File: src/rtl/boot_cfg_pkg.sv
package boot_cfg_pkg;
  localparam int ADDR_W = 32;
  localparam int DATA_W = 32;
  localparam logic [31:0] REGION_BASE = 32'h4000_0000;
  localparam logic [31:0] REGION_END = 32'h4000_0083;
  localparam logic [31:0] OFS_BOOT_PIN_CAPTURE_LOW = 32'h4000_0000;
  localparam logic [31:0] OFS_BRIDGE_RESET_CONTROL = 32'h4000_0024;
  localparam logic [31:0] OFS_BOOT_STATUS = 32'h4000_0040;
  localparam logic [31:0] BOOT_FETCH_ADDR = 32'h0000_0000;
  localparam int BRIDGE_RESET_BIT = 0;
  localparam logic BRIDGE_RESET_INIT = 1'b1;
  localparam int CAP_W = 8;
  localparam logic [7:0] CAP_INIT = 8'h00;
  localparam int CAP_SER0_SLAVE_OUT = 7;
  localparam int CAP_SER0_SLAVE_IN = 6;
  localparam int CAP_SER0_CLOCK = 5;
  localparam int CAP_SER0_CHIP_SELECT = 4;
  localparam int CAP_SER0_ENABLE = 3;
  localparam int CAP_SER1_SLAVE_OUT = 2;
  localparam int CAP_SER1_SLAVE_IN = 1;
  localparam int CAP_SER1_CLOCK = 0;
  localparam int STAT_HOST_BOOT = 0;
  localparam int STAT_MODE_LSB = 1;
  localparam int HOST_CFG_W = 3;
  localparam logic [2:0] HOST_CFG_INIT = 3'h0;
  typedef enum logic [2:0] {
    BOOT_HOST = 3'b100,
    BOOT_PAR_FLASH = 3'b010,
    BOOT_SER_MASTER = 3'b001,
    BOOT_SER_SLAVE = 3'b011,
    BOOT_TWI_MASTER = 3'b101,
    BOOT_TWI_SLAVE = 3'b111,
    BOOT_UNKNOWN = 3'b000
  } boot_mode_t;
endpackage : boot_cfg_pkg

File: src/rtl/boot_pin_capture_config.sv
// The implementer's own choice: register access over APB.
`timescale 1ns/100ps
// Summary of operation
// - Bridge control bit 0 holds memory port bridge in reset; resets to 1.
// - Reserved bits read undefined (zero here); software writes zeros.
// - Configuration region 0x40000000 to 0x40000083 takes full-word accesses only.
// - Byte-wide accesses to these registers are rejected with an error.
// - Processor always starts fetching internal ROM at address zero.
// - Capture register latches eight boot pins on external reset rising edge.
// - Only external reset recaptures; emulator or watchdog resets leave captures.
// - Bits 7..3 serial0 out,in,clock,select,enable; bits 2..0 serial1 out,in,clock.
// - Host select low copies serial0 out,in,clock into host port configuration.
// - Bridge carries peripheral clock masters to core clock ROM and RAM.
module boot_pin_capture_config (
  input wire logic i_clk,
  input wire logic i_reset_n,
  input wire logic i_ext_reset_n,
  input wire logic i_emu_reset,
  input wire logic i_watchdog_reset,
  input wire logic i_serial0_slave_out,
  input wire logic i_serial0_slave_in,
  input wire logic i_serial0_clock,
  input wire logic i_serial0_chip_select,
  input wire logic i_serial0_enable,
  input wire logic i_serial1_slave_out,
  input wire logic i_serial1_slave_in,
  input wire logic i_serial1_clock,
  input wire logic i_host_port_chip_select,
  input wire logic i_psel,
  input wire logic i_penable,
  input wire logic i_pwrite,
  input wire logic [boot_cfg_pkg::ADDR_W-1:0] i_paddr,
  input wire logic [boot_cfg_pkg::DATA_W-1:0] i_pwdata,
  input wire logic [3:0] i_pstrb,
  output logic [boot_cfg_pkg::DATA_W-1:0] o_prdata,
  output logic o_pready,
  output logic o_pslverr,
  output logic o_mem_port_bridge_reset,
  output logic [boot_cfg_pkg::ADDR_W-1:0] o_boot_fetch_addr,
  output logic o_host_byte_addressing,
  output logic o_host_full_width,
  output logic o_host_nonmultiplexed,
  output logic o_host_config_valid
);
  import boot_cfg_pkg::*;

  logic [CAP_W-1:0] pin_meta;
  logic [CAP_W-1:0] pin_sync;
  logic host_cs_meta;
  logic host_cs_sync;
  logic ext_meta;
  logic ext_sync;
  logic ext_prev;
  logic [CAP_W-1:0] boot_pin_capture_low;
  logic captured_host_boot;
  logic bridge_reset;
  logic [HOST_CFG_W-1:0] host_cfg;
  logic host_cfg_valid;
  logic access;
  logic word_ok;
  logic hit_cap;
  logic hit_bridge;
  logic hit_status;
  logic bad;
  logic [DATA_W-1:0] next_prdata;
  boot_mode_t mode;

  function automatic boot_mode_t decode_mode(input logic host_cs, input logic [2:0] ser);
    if (!host_cs) begin
      decode_mode = BOOT_HOST;
    end else begin
      unique case (ser)
        3'b010: decode_mode = BOOT_PAR_FLASH;
        3'b001: decode_mode = BOOT_SER_MASTER;
        3'b011: decode_mode = BOOT_SER_SLAVE;
        3'b101: decode_mode = BOOT_TWI_MASTER;
        3'b111: decode_mode = BOOT_TWI_SLAVE;
        default: decode_mode = BOOT_UNKNOWN;
      endcase
    end
  endfunction : decode_mode

  // Pins are asynchronous straps, so two flops before anything reads them.
  always_ff @(posedge i_clk) begin
    pin_meta <= {i_serial0_slave_out, i_serial0_slave_in, i_serial0_clock, i_serial0_chip_select,
                 i_serial0_enable, i_serial1_slave_out, i_serial1_slave_in, i_serial1_clock};
    pin_sync <= pin_meta;
    host_cs_meta <= i_host_port_chip_select;
    host_cs_sync <= host_cs_meta;
    ext_meta <= i_ext_reset_n;
    ext_sync <= ext_meta;
  end

  // The release edge is detected on the synchronised pin, so the capture lands two to three cycles late.
  // The edge flop is not cleared by the system reset, since that reset may be the emulator or watchdog.
  always_ff @(posedge i_clk) begin
    ext_prev <= ext_sync;
  end

  // Capture ignores i_reset_n entirely so emulator and watchdog resets keep the values.
  always_ff @(posedge i_clk) begin
    if (ext_sync && !ext_prev) begin
      boot_pin_capture_low[CAP_SER0_SLAVE_OUT] <= pin_sync[7];
      boot_pin_capture_low[CAP_SER0_SLAVE_IN] <= pin_sync[6];
      boot_pin_capture_low[CAP_SER0_CLOCK] <= pin_sync[5];
      boot_pin_capture_low[CAP_SER0_CHIP_SELECT] <= pin_sync[4];
      boot_pin_capture_low[CAP_SER0_ENABLE] <= pin_sync[3];
      boot_pin_capture_low[CAP_SER1_SLAVE_OUT] <= pin_sync[2];
      boot_pin_capture_low[CAP_SER1_SLAVE_IN] <= pin_sync[1];
      boot_pin_capture_low[CAP_SER1_CLOCK] <= pin_sync[0];
      captured_host_boot <= !host_cs_sync;
    end else if (!ext_sync) begin
      boot_pin_capture_low <= CAP_INIT;
      captured_host_boot <= 1'b0;
    end
  end

  always_ff @(posedge i_clk) begin
    if (!ext_sync) begin
      host_cfg <= HOST_CFG_INIT;
      host_cfg_valid <= 1'b0;
    end else if (ext_sync && !ext_prev && !host_cs_sync) begin
      host_cfg <= pin_sync[7:5];
      host_cfg_valid <= 1'b1;
    end
  end

  assign mode = decode_mode(!captured_host_boot,
    {boot_pin_capture_low[CAP_SER0_SLAVE_OUT], boot_pin_capture_low[CAP_SER0_SLAVE_IN],
     boot_pin_capture_low[CAP_SER0_CLOCK]});

  // APB decode. Full word strobes only, and only inside the region.
  assign access = i_psel && i_penable;
  assign word_ok = (i_pstrb == 4'hF) && (i_paddr[1:0] == 2'h0);
  assign hit_cap = (i_paddr == OFS_BOOT_PIN_CAPTURE_LOW);
  assign hit_bridge = (i_paddr == OFS_BRIDGE_RESET_CONTROL);
  assign hit_status = (i_paddr == OFS_BOOT_STATUS);
  assign bad = !word_ok || (i_paddr < REGION_BASE) || (i_paddr > REGION_END);
  assign o_pready = 1'b1;
  assign o_pslverr = access && bad;

  always_ff @(posedge i_clk) begin
    if (!i_reset_n) begin
      bridge_reset <= BRIDGE_RESET_INIT;
    end else if (access && i_pwrite && !bad && hit_bridge) begin
      bridge_reset <= i_pwdata[BRIDGE_RESET_BIT];
    end
  end

  // Writes to the capture register fall through here and change nothing.
  always_comb begin
    next_prdata = '0;
    if (!bad && hit_cap) begin
      next_prdata[CAP_W-1:0] = boot_pin_capture_low;
    end else if (!bad && hit_bridge) begin
      next_prdata[BRIDGE_RESET_BIT] = bridge_reset;
    end else if (!bad && hit_status) begin
      next_prdata[STAT_HOST_BOOT] = captured_host_boot;
      next_prdata[STAT_MODE_LSB +: 3] = mode;
    end
  end

  // Read data is registered in the setup cycle so it is stable at the access edge.
  always_ff @(posedge i_clk) begin
    if (!i_reset_n) begin
      o_prdata <= '0;
    end else if (i_psel && !i_penable && !i_pwrite) begin
      o_prdata <= next_prdata;
    end
  end

  // The bridge (peripheral clock masters into core clock memory) is held in reset by this level.
  assign o_mem_port_bridge_reset = bridge_reset;
  assign o_boot_fetch_addr = BOOT_FETCH_ADDR;
  assign o_host_byte_addressing = host_cfg[2];
  assign o_host_full_width = host_cfg[1];
  assign o_host_nonmultiplexed = host_cfg[0];
  assign o_host_config_valid = host_cfg_valid;
endmodule : boot_pin_capture_config

File: config.mk
export PLATFORM = sky130hd
export DESIGN_NAME = boot_pin_capture_config
export DESIGN_NICKNAME = d
export VERILOG_FILES = /design/src/rtl/boot_cfg_pkg.sv /design/src/rtl/boot_pin_capture_config.sv
export SDC_FILE = /design/constraint.sdc
export NUM_CORES = 1
export LEC_CHECK = 0
export BUFFER_PORTS_ARGS = -buffer_cell sky130_fd_sc_hd__buf_2
export CORE_MARGIN = 1.5
export CORE_UTILIZATION = 30
export DETAILED_ROUTE_END_ITERATION = 10
export GPL_ROUTABILITY_DRIVEN = 0
export GPL_TIMING_DRIVEN = 0
export PLACE_DENSITY = 0.74
export SYNTH_ARGS = -nofsm -noshare
export SYNTH_HDL_FRONTEND = slang
export SYNTH_SLANG_ARGS = --single-unit
File: constraint.sdc
create_clock -name i_clk -period 2.29 [get_ports i_clk]
set_input_delay 0.229 -clock i_clk [delete_from_list [all_inputs] [get_ports i_clk]]
set_output_delay 0.229 -clock i_clk [all_outputs]
set_load 0.01 [all_outputs]
==> impl_metrics.tcl, run 1 <==
set metrics [dict create \
    cap_violations 0 \
    crit_path_end_kind "output pin" \
    vias 1458 \
    die_w_um 84.0 \
    cp-start-kind "input pin" \
    fmax_ghz 0.496 \
    core_um2 6350 \
    rows 29 \
    ir_drop_mv 0.466 \
    initial_core_util 0.310 \
    crit_type "in -> out" \
    met1_length_um 1440 \
    maxSlewHeadroom 0.667 \
    setup_viol 0 \
    crit_path_max_incr_delay_ns 0.38 \
    die_area_um2 7060 \
    n_antenna_cell 0 \
    slowest_stage "o311a_1" \
    place_hpwl_um 2980 \
    crit_buf_inv 3 \
    avgRoutedWirePerCell_um 8.89 \
    synth_top_area_cell "dfxtp_1" \
    drv_slew 0 \
    synth_top_area_share 0.346 \
    grt_pass1_wl_um 5720 \
    finalHoldViolCount 0 \
    die_h_um 84.0 \
    path_cells "buf_2 > nor4_1 > and4_1 > clkbuf_1 > a21boi_1 > o311a_1 > buf_2" \
    worstPathRequired_ns 2.06 \
    clockBufferDepth 2 \
    fillers 646 \
    worst_pin_slew_ns 0.496 \
    final_nets 404 \
    rsz0062_at_grt "false" \
    final_layout_size_suffix_gt1_frac 0.416 \
    crit_family "buffers and inverters" \
    fin_crit_ns 2.02 \
    syn_inst 192 \
    vias_per_cell 3.67 \
    synth-seq-cells 43 \
    wl_met3_um 289 \
    multi_input_area_um2 778 \
    cts_resized 0 \
    cts.sinks 43 \
    placed_cell_area_um2 2600 \
    status "completed" \
    syn_avg_cell_area_um2 10.3 \
    fin_worst_skew_ns 0.00682 \
    hold_class "in -> reg" \
    grt_max_degree 15 \
    drt_iter0_markers 17 \
    post-cts-setup-buffers 0 \
    dp.cells 389 \
    synth_area_leaders "dfxtp_1 35%, buf_4 22%, edfxtp_1 14%" \
    cts_max_level 2 \
    grt.overflow.total 0 \
    ys_warn_count 0 \
    cts_tree "built" \
    synth_cell_types 33 \
    numCtsBuffers 5 \
    clk_pin_slew_ns 0.08 \
    power.density_nw_per_um2 571 \
    hold_buffers 0 \
    grt_pass1_vias 1316 \
    ant_nets 0 \
    worst-path-max-fanout 10 \
    root_buffer "clkbuf_8" \
    top_layer "met4" \
    route.detailed.drc 0 \
    dr_wl_met2_um 1700 \
    cp_data_arrival_time_ns 1.79 \
    regArea_um2 951 \
    cp_common_cell "buf_2" \
    power.leakage_nw 1.38 \
    clk_latency_ns 0.30 \
    syn2layout_area_growth_pct 36.8 \
    final_area_um2 2700 \
    ys_seq_area_frac 0.483 \
    io_pins 156 \
    fin_hold_ws_ns 0.0233 \
    drt-pass1-iter-count 3 \
    routed_wl_um 3530 \
    tns_ns 0 \
    antenna_found_initial 0 \
    layout.cells.non_filler 397 \
    finalCritPeriodShare 0.881 \
    netlist_area_um2 1970 \
    port_buffers 65 \
    grtUsageTotal 0.102 \
]
## Yosys cell counts
cell type	instances
a211oi_1	1
a21boi_1	9
a21o_1	1
a21oi_1	2
and2_1	8
and4_1	1
and4b_1	1
buf_4	57
clkbuf_1	4
conb_1	2
dfxtp_1	34
edfxtp_1	9
inv_1	1
mux2i_1	4
nand2_1	11
nand2b_1	2
nand3_1	3
nand3b_1	1
nand4_1	7
nor2_1	4
nor2b_1	12
nor4_1	5
nor4_4	1
o2111ai_1	2
o21ai_0	1
o311a_1	1
o31ai_1	1
or2_1	1
or3_1	2
or3b_1	1
or4_1	1
or4_4	1
or4b_4	1
## where the power goes
part / switching (mW) / internal (mW)
clock network: 0.257 / 0.247
registers: 0.0123 / 0.807
logic: 0.0976 / 0.119
total: 0.367 / 1.17
## sequential cells by signal (all words and copies together) (netlist names)
name                     count
host_cs_meta                 1
ext_prev                     1
boot_pin_capture_low         8
host_cs_sync                 1
ext_meta                     1
host_cfg                     3
o_mem_port_bridge_reset      1
captured_host_boot           1
ext_sync                     1
pin_sync                     8
o_prdata                     8
pin_meta                     8
o_host_config_valid          1
## worst register-to-register path, stage by stage (launching register included)
cell      delay (ns)
dfxtp_1         0.42
nor2b_1         0.38
nor2b_1         0.18
clkbuf_1        0.27
mux2i_1         0.22
nor2b_1         0.06
## area by class of cell
class,instances,area share
buffer,61,0.164
clock buffer,6,0.0306
clock inverter,2,0.00557
inverter,1,0.00139
multi-input combinational,142,0.289
sequential,43,0.353
tap,77,0.0357
timing repair buffer,65,0.121
## metal layers
metal,GRT usage,vias up
li1,-,792
met1,0.112,601
met2,0.166,53
met3,0.0435,12
met4,0.0581,0
met5,0,-
## worst paths after layout
path	from	end	slack, ns	cells after the start
worst min-delay path	i_serial1_clock	pin_meta[0]	0.02	1
worst max-delay path	i_paddr[13]	o_pslverr	0.27	7
worst min register to register	pin_meta[7]	pin_sync[7]	0.33	0
worst max register to register	ext_sync	host_cfg[0]	0.66	5
## cell families after synthesis
family                 count (synthesis)  synth area share
AO/OA/AOI/OAI                         18            0.0673
buffers and inverters                 62             0.227
flip-flops                            43             0.483
AND/OR/NAND/NOR                       63             0.199
multiplexers                           4            0.0203
other                                  2           0.00381
## per-stage QoR
step / worst slack (ns) / util / total power, mW
finish: 0.273 / 0.424 / 1.54
global route: 0.142 / 0.424 / 1.62
CTS: 0.246 / 0.424 / 1.55
detailed placement: 0.242 / 0.409 / 1.05
global placement: 0.284 / 0.409 / 1.05
floorplan: 0.673 / - / 0.988
## cells in the final DEF (no fill, tap or decap), types with 2 or more instances in the layout
cell type	instances
buf_2	65
buf_4	57
conb_1	57
dfxtp_1	34
nor2b_1	12
nand2_1	11
a21boi_1	9
edfxtp_1	9
and2_1	8
nand4_1	7
clkbuf_8	6
nor4_1	5
clkbuf_1	4
nor2_1	4
mux2i_1	4
nand3_1	3
or3_1	2
a21oi_1	2
nand2b_1	2
o2111ai_1	2
Power figures use the tool's default switching activity.
==> run 2: changes to the inputs <==
Settings changed: CORE_UTILIZATION 30 to 40, PLACE_DENSITY 0.74 to 0.91.
==> run 2 against run 1 <==
  * Sequential power about the same
  * Sequential cell count unchanged
  * Hold slack improved by 0.0017 ns
  * Highest routed layer unchanged
  * Global-route usage increased by 2.1 points
  * Register-to-register slack improved by 0.02 ns
  * Largest cell class unchanged
  * Design area decreased by 0.23%
  * Maximum frequency increased by 1.6%
  * Clock skew increased by 0.0031 ns
  * Via count increased by 2.7%
  * Clock-buffer cell count increased by 1
  * Sequential share of layout area increased by 0.082 points
  * Clock power increased by 4.4%
==> impl_metrics.tcl, run 2 (synthesis results as in run 1) <==
set metrics [dict create \
    avgRoutedWirePerCell_um 8.57 \
    rows 25 \
    crit_type "in -> out" \
    port_buffers 65 \
    final_layout_size_suffix_gt1_frac 0.413 \
    status "completed" \
    n_antenna_cell 0 \
    root_buffer "clkbuf_8" \
    grt_pass1_vias 1258 \
    crit_path_max_incr_delay_ns 0.36 \
    drt_iter0_markers 31 \
    clockBufferDepth 2 \
    finalCritPeriodShare 0.867 \
    numCtsBuffers 5 \
    io_pins 156 \
    tns_ns 0 \
    place_hpwl_um 2690 \
    die_h_um 73.2 \
    whs_endpoint "host_cs_meta" \
    final_core_util 0.569 \
    rr_worst_depth 5 \
    clk_latency_ns 0.30 \
    cp-start-kind "input pin" \
    die_w_um 73.2 \
    dp.cells 379 \
    die_area_um2 5350 \
    vias_per_cell 3.87 \
    grt_max_degree 15 \
    power.leakage_nw 1.38 \
    final_area_um2 2690 \
    antenna_found_initial 0 \
    layout.cells.non_filler 387 \
    min_path_cells 1 \
    crit_path_end_kind "output pin" \
    final_cell_mix "65 x buf_2, 57 x buf_4, 57 x conb_1" \
    core_um2 4720 \
    syn2layout_area_growth_pct 36.5 \
    fin_worst_skew_ns 0.00988 \
    worst_pin_slew_ns 0.508 \
    fmax_ghz 0.504 \
    cp_data_arrival_time_ns 1.76 \
    hold_class "in -> reg" \
    power.density_nw_per_um2 581 \
    placed_cell_area_um2 2580 \
    fin_crit_ns 1.99 \
    cts_resized 0 \
    drt-pass1-iter-count 4 \
    ant_nets 0 \
    rrSetupSlack_ns 0.68 \
    cts.sinks 43 \
    worstPathRequired_ns 2.06 \
    final_common_cell "buf_2" \
    setup_viol 0 \
    finalHoldViolCount 0 \
    final_nets 404 \
    path_cells "buf_2 > nor4_1 > and4_1 > clkbuf_1 > a21boi_1 > o311a_1 > buf_2" \
    grtUsageTotal 0.123 \
    vias 1498 \
    hold_buffers 0 \
    reg2reg_to "host_cfg[2]" \
    worst-path-max-fanout 10 \
    grt.overflow.total 0 \
    grt_pass1_wl_um 5060 \
    rsz0062_at_grt "false" \
    ir_drop_mv 0.463 \
    cap_violations 0 \
    route.detailed.drc 0 \
    clk_pin_slew_ns 0.08 \
    cts_tree "built" \
    maxSlewHeadroom 0.659 \
    initial_core_util 0.417 \
    drv_slew 0 \
    slowest_stage "o311a_1" \
    cts_max_level 2 \
    rr_startpoint "ext_sync" \
    min_from "i_host_port_chip_select" \
    routed_wl_um 3320 \
    post-cts-setup-buffers 0 \
    cp_common_cell "buf_2" \
]
-- run 2: critical path: cells and delay by family --
kind,cells,cell delay [ns]
buffers and inverters,3,0.58
AO/OA/AOI/OAI,2,0.48
AND/OR/NAND/NOR,2,0.47
-- run 2: cell type report --
class | instances | area [um2]
Clock inverter | 1 | 6.26
Multi-Input combinational cell | 142 | 778
Timing Repair Buffer | 65 | 325
Tap cell | 67 | 83.8
Sequential cell | 43 | 951
Clock buffer | 7 | 97.6
Buffer | 61 | 443
Inverter | 1 | 3.75
Fill cell | 424 | 2030
-- run 2: power by group --
group | switching, mW | internal [mW] | total (mW)
clock | 0.244 | 0.282 | 0.526
sequential | 0.0122 | 0.807 | 0.820
combinational | 0.0984 | 0.119 | 0.217
-- run 2: worst max path at each step --
stage / start / endpoint / slack (ns) / cells past startpoint
global placement: i_paddr[15] / o_pslverr / 0.33 / 7
finish: i_paddr[15] / o_pslverr / 0.30 / 7
floorplan: i_paddr[20] / o_pslverr / 0.67 / 5
detailed placement: i_paddr[15] / o_pslverr / 0.31 / 7
CTS: i_paddr[15] / o_pslverr / 0.29 / 7
global route: i_paddr[20] / o_pslverr / 0.22 / 7
-- run 2: routing by layer --
layer	wire (um)	track usage
met1	1300	0.130
met2	1650	0.226
met3	327	0.0401
met4	44	0.0440
met5	0	0
-- run 2: stage by stage --
step / power [mW] / hold WS (ns) / setup slack, ns
2_1_floorplan: 0.988 / 0.257 / 0.673
3_3_place_gp: 1.05 / 0.310 / 0.335
3_5_place_dp: 1.05 / 0.313 / 0.310
4_1_cts: 1.57 / 0.0167 / 0.293
5_1_grt: 1.64 / 0.0108 / 0.216
6_report: 1.56 / 0.0250 / 0.305
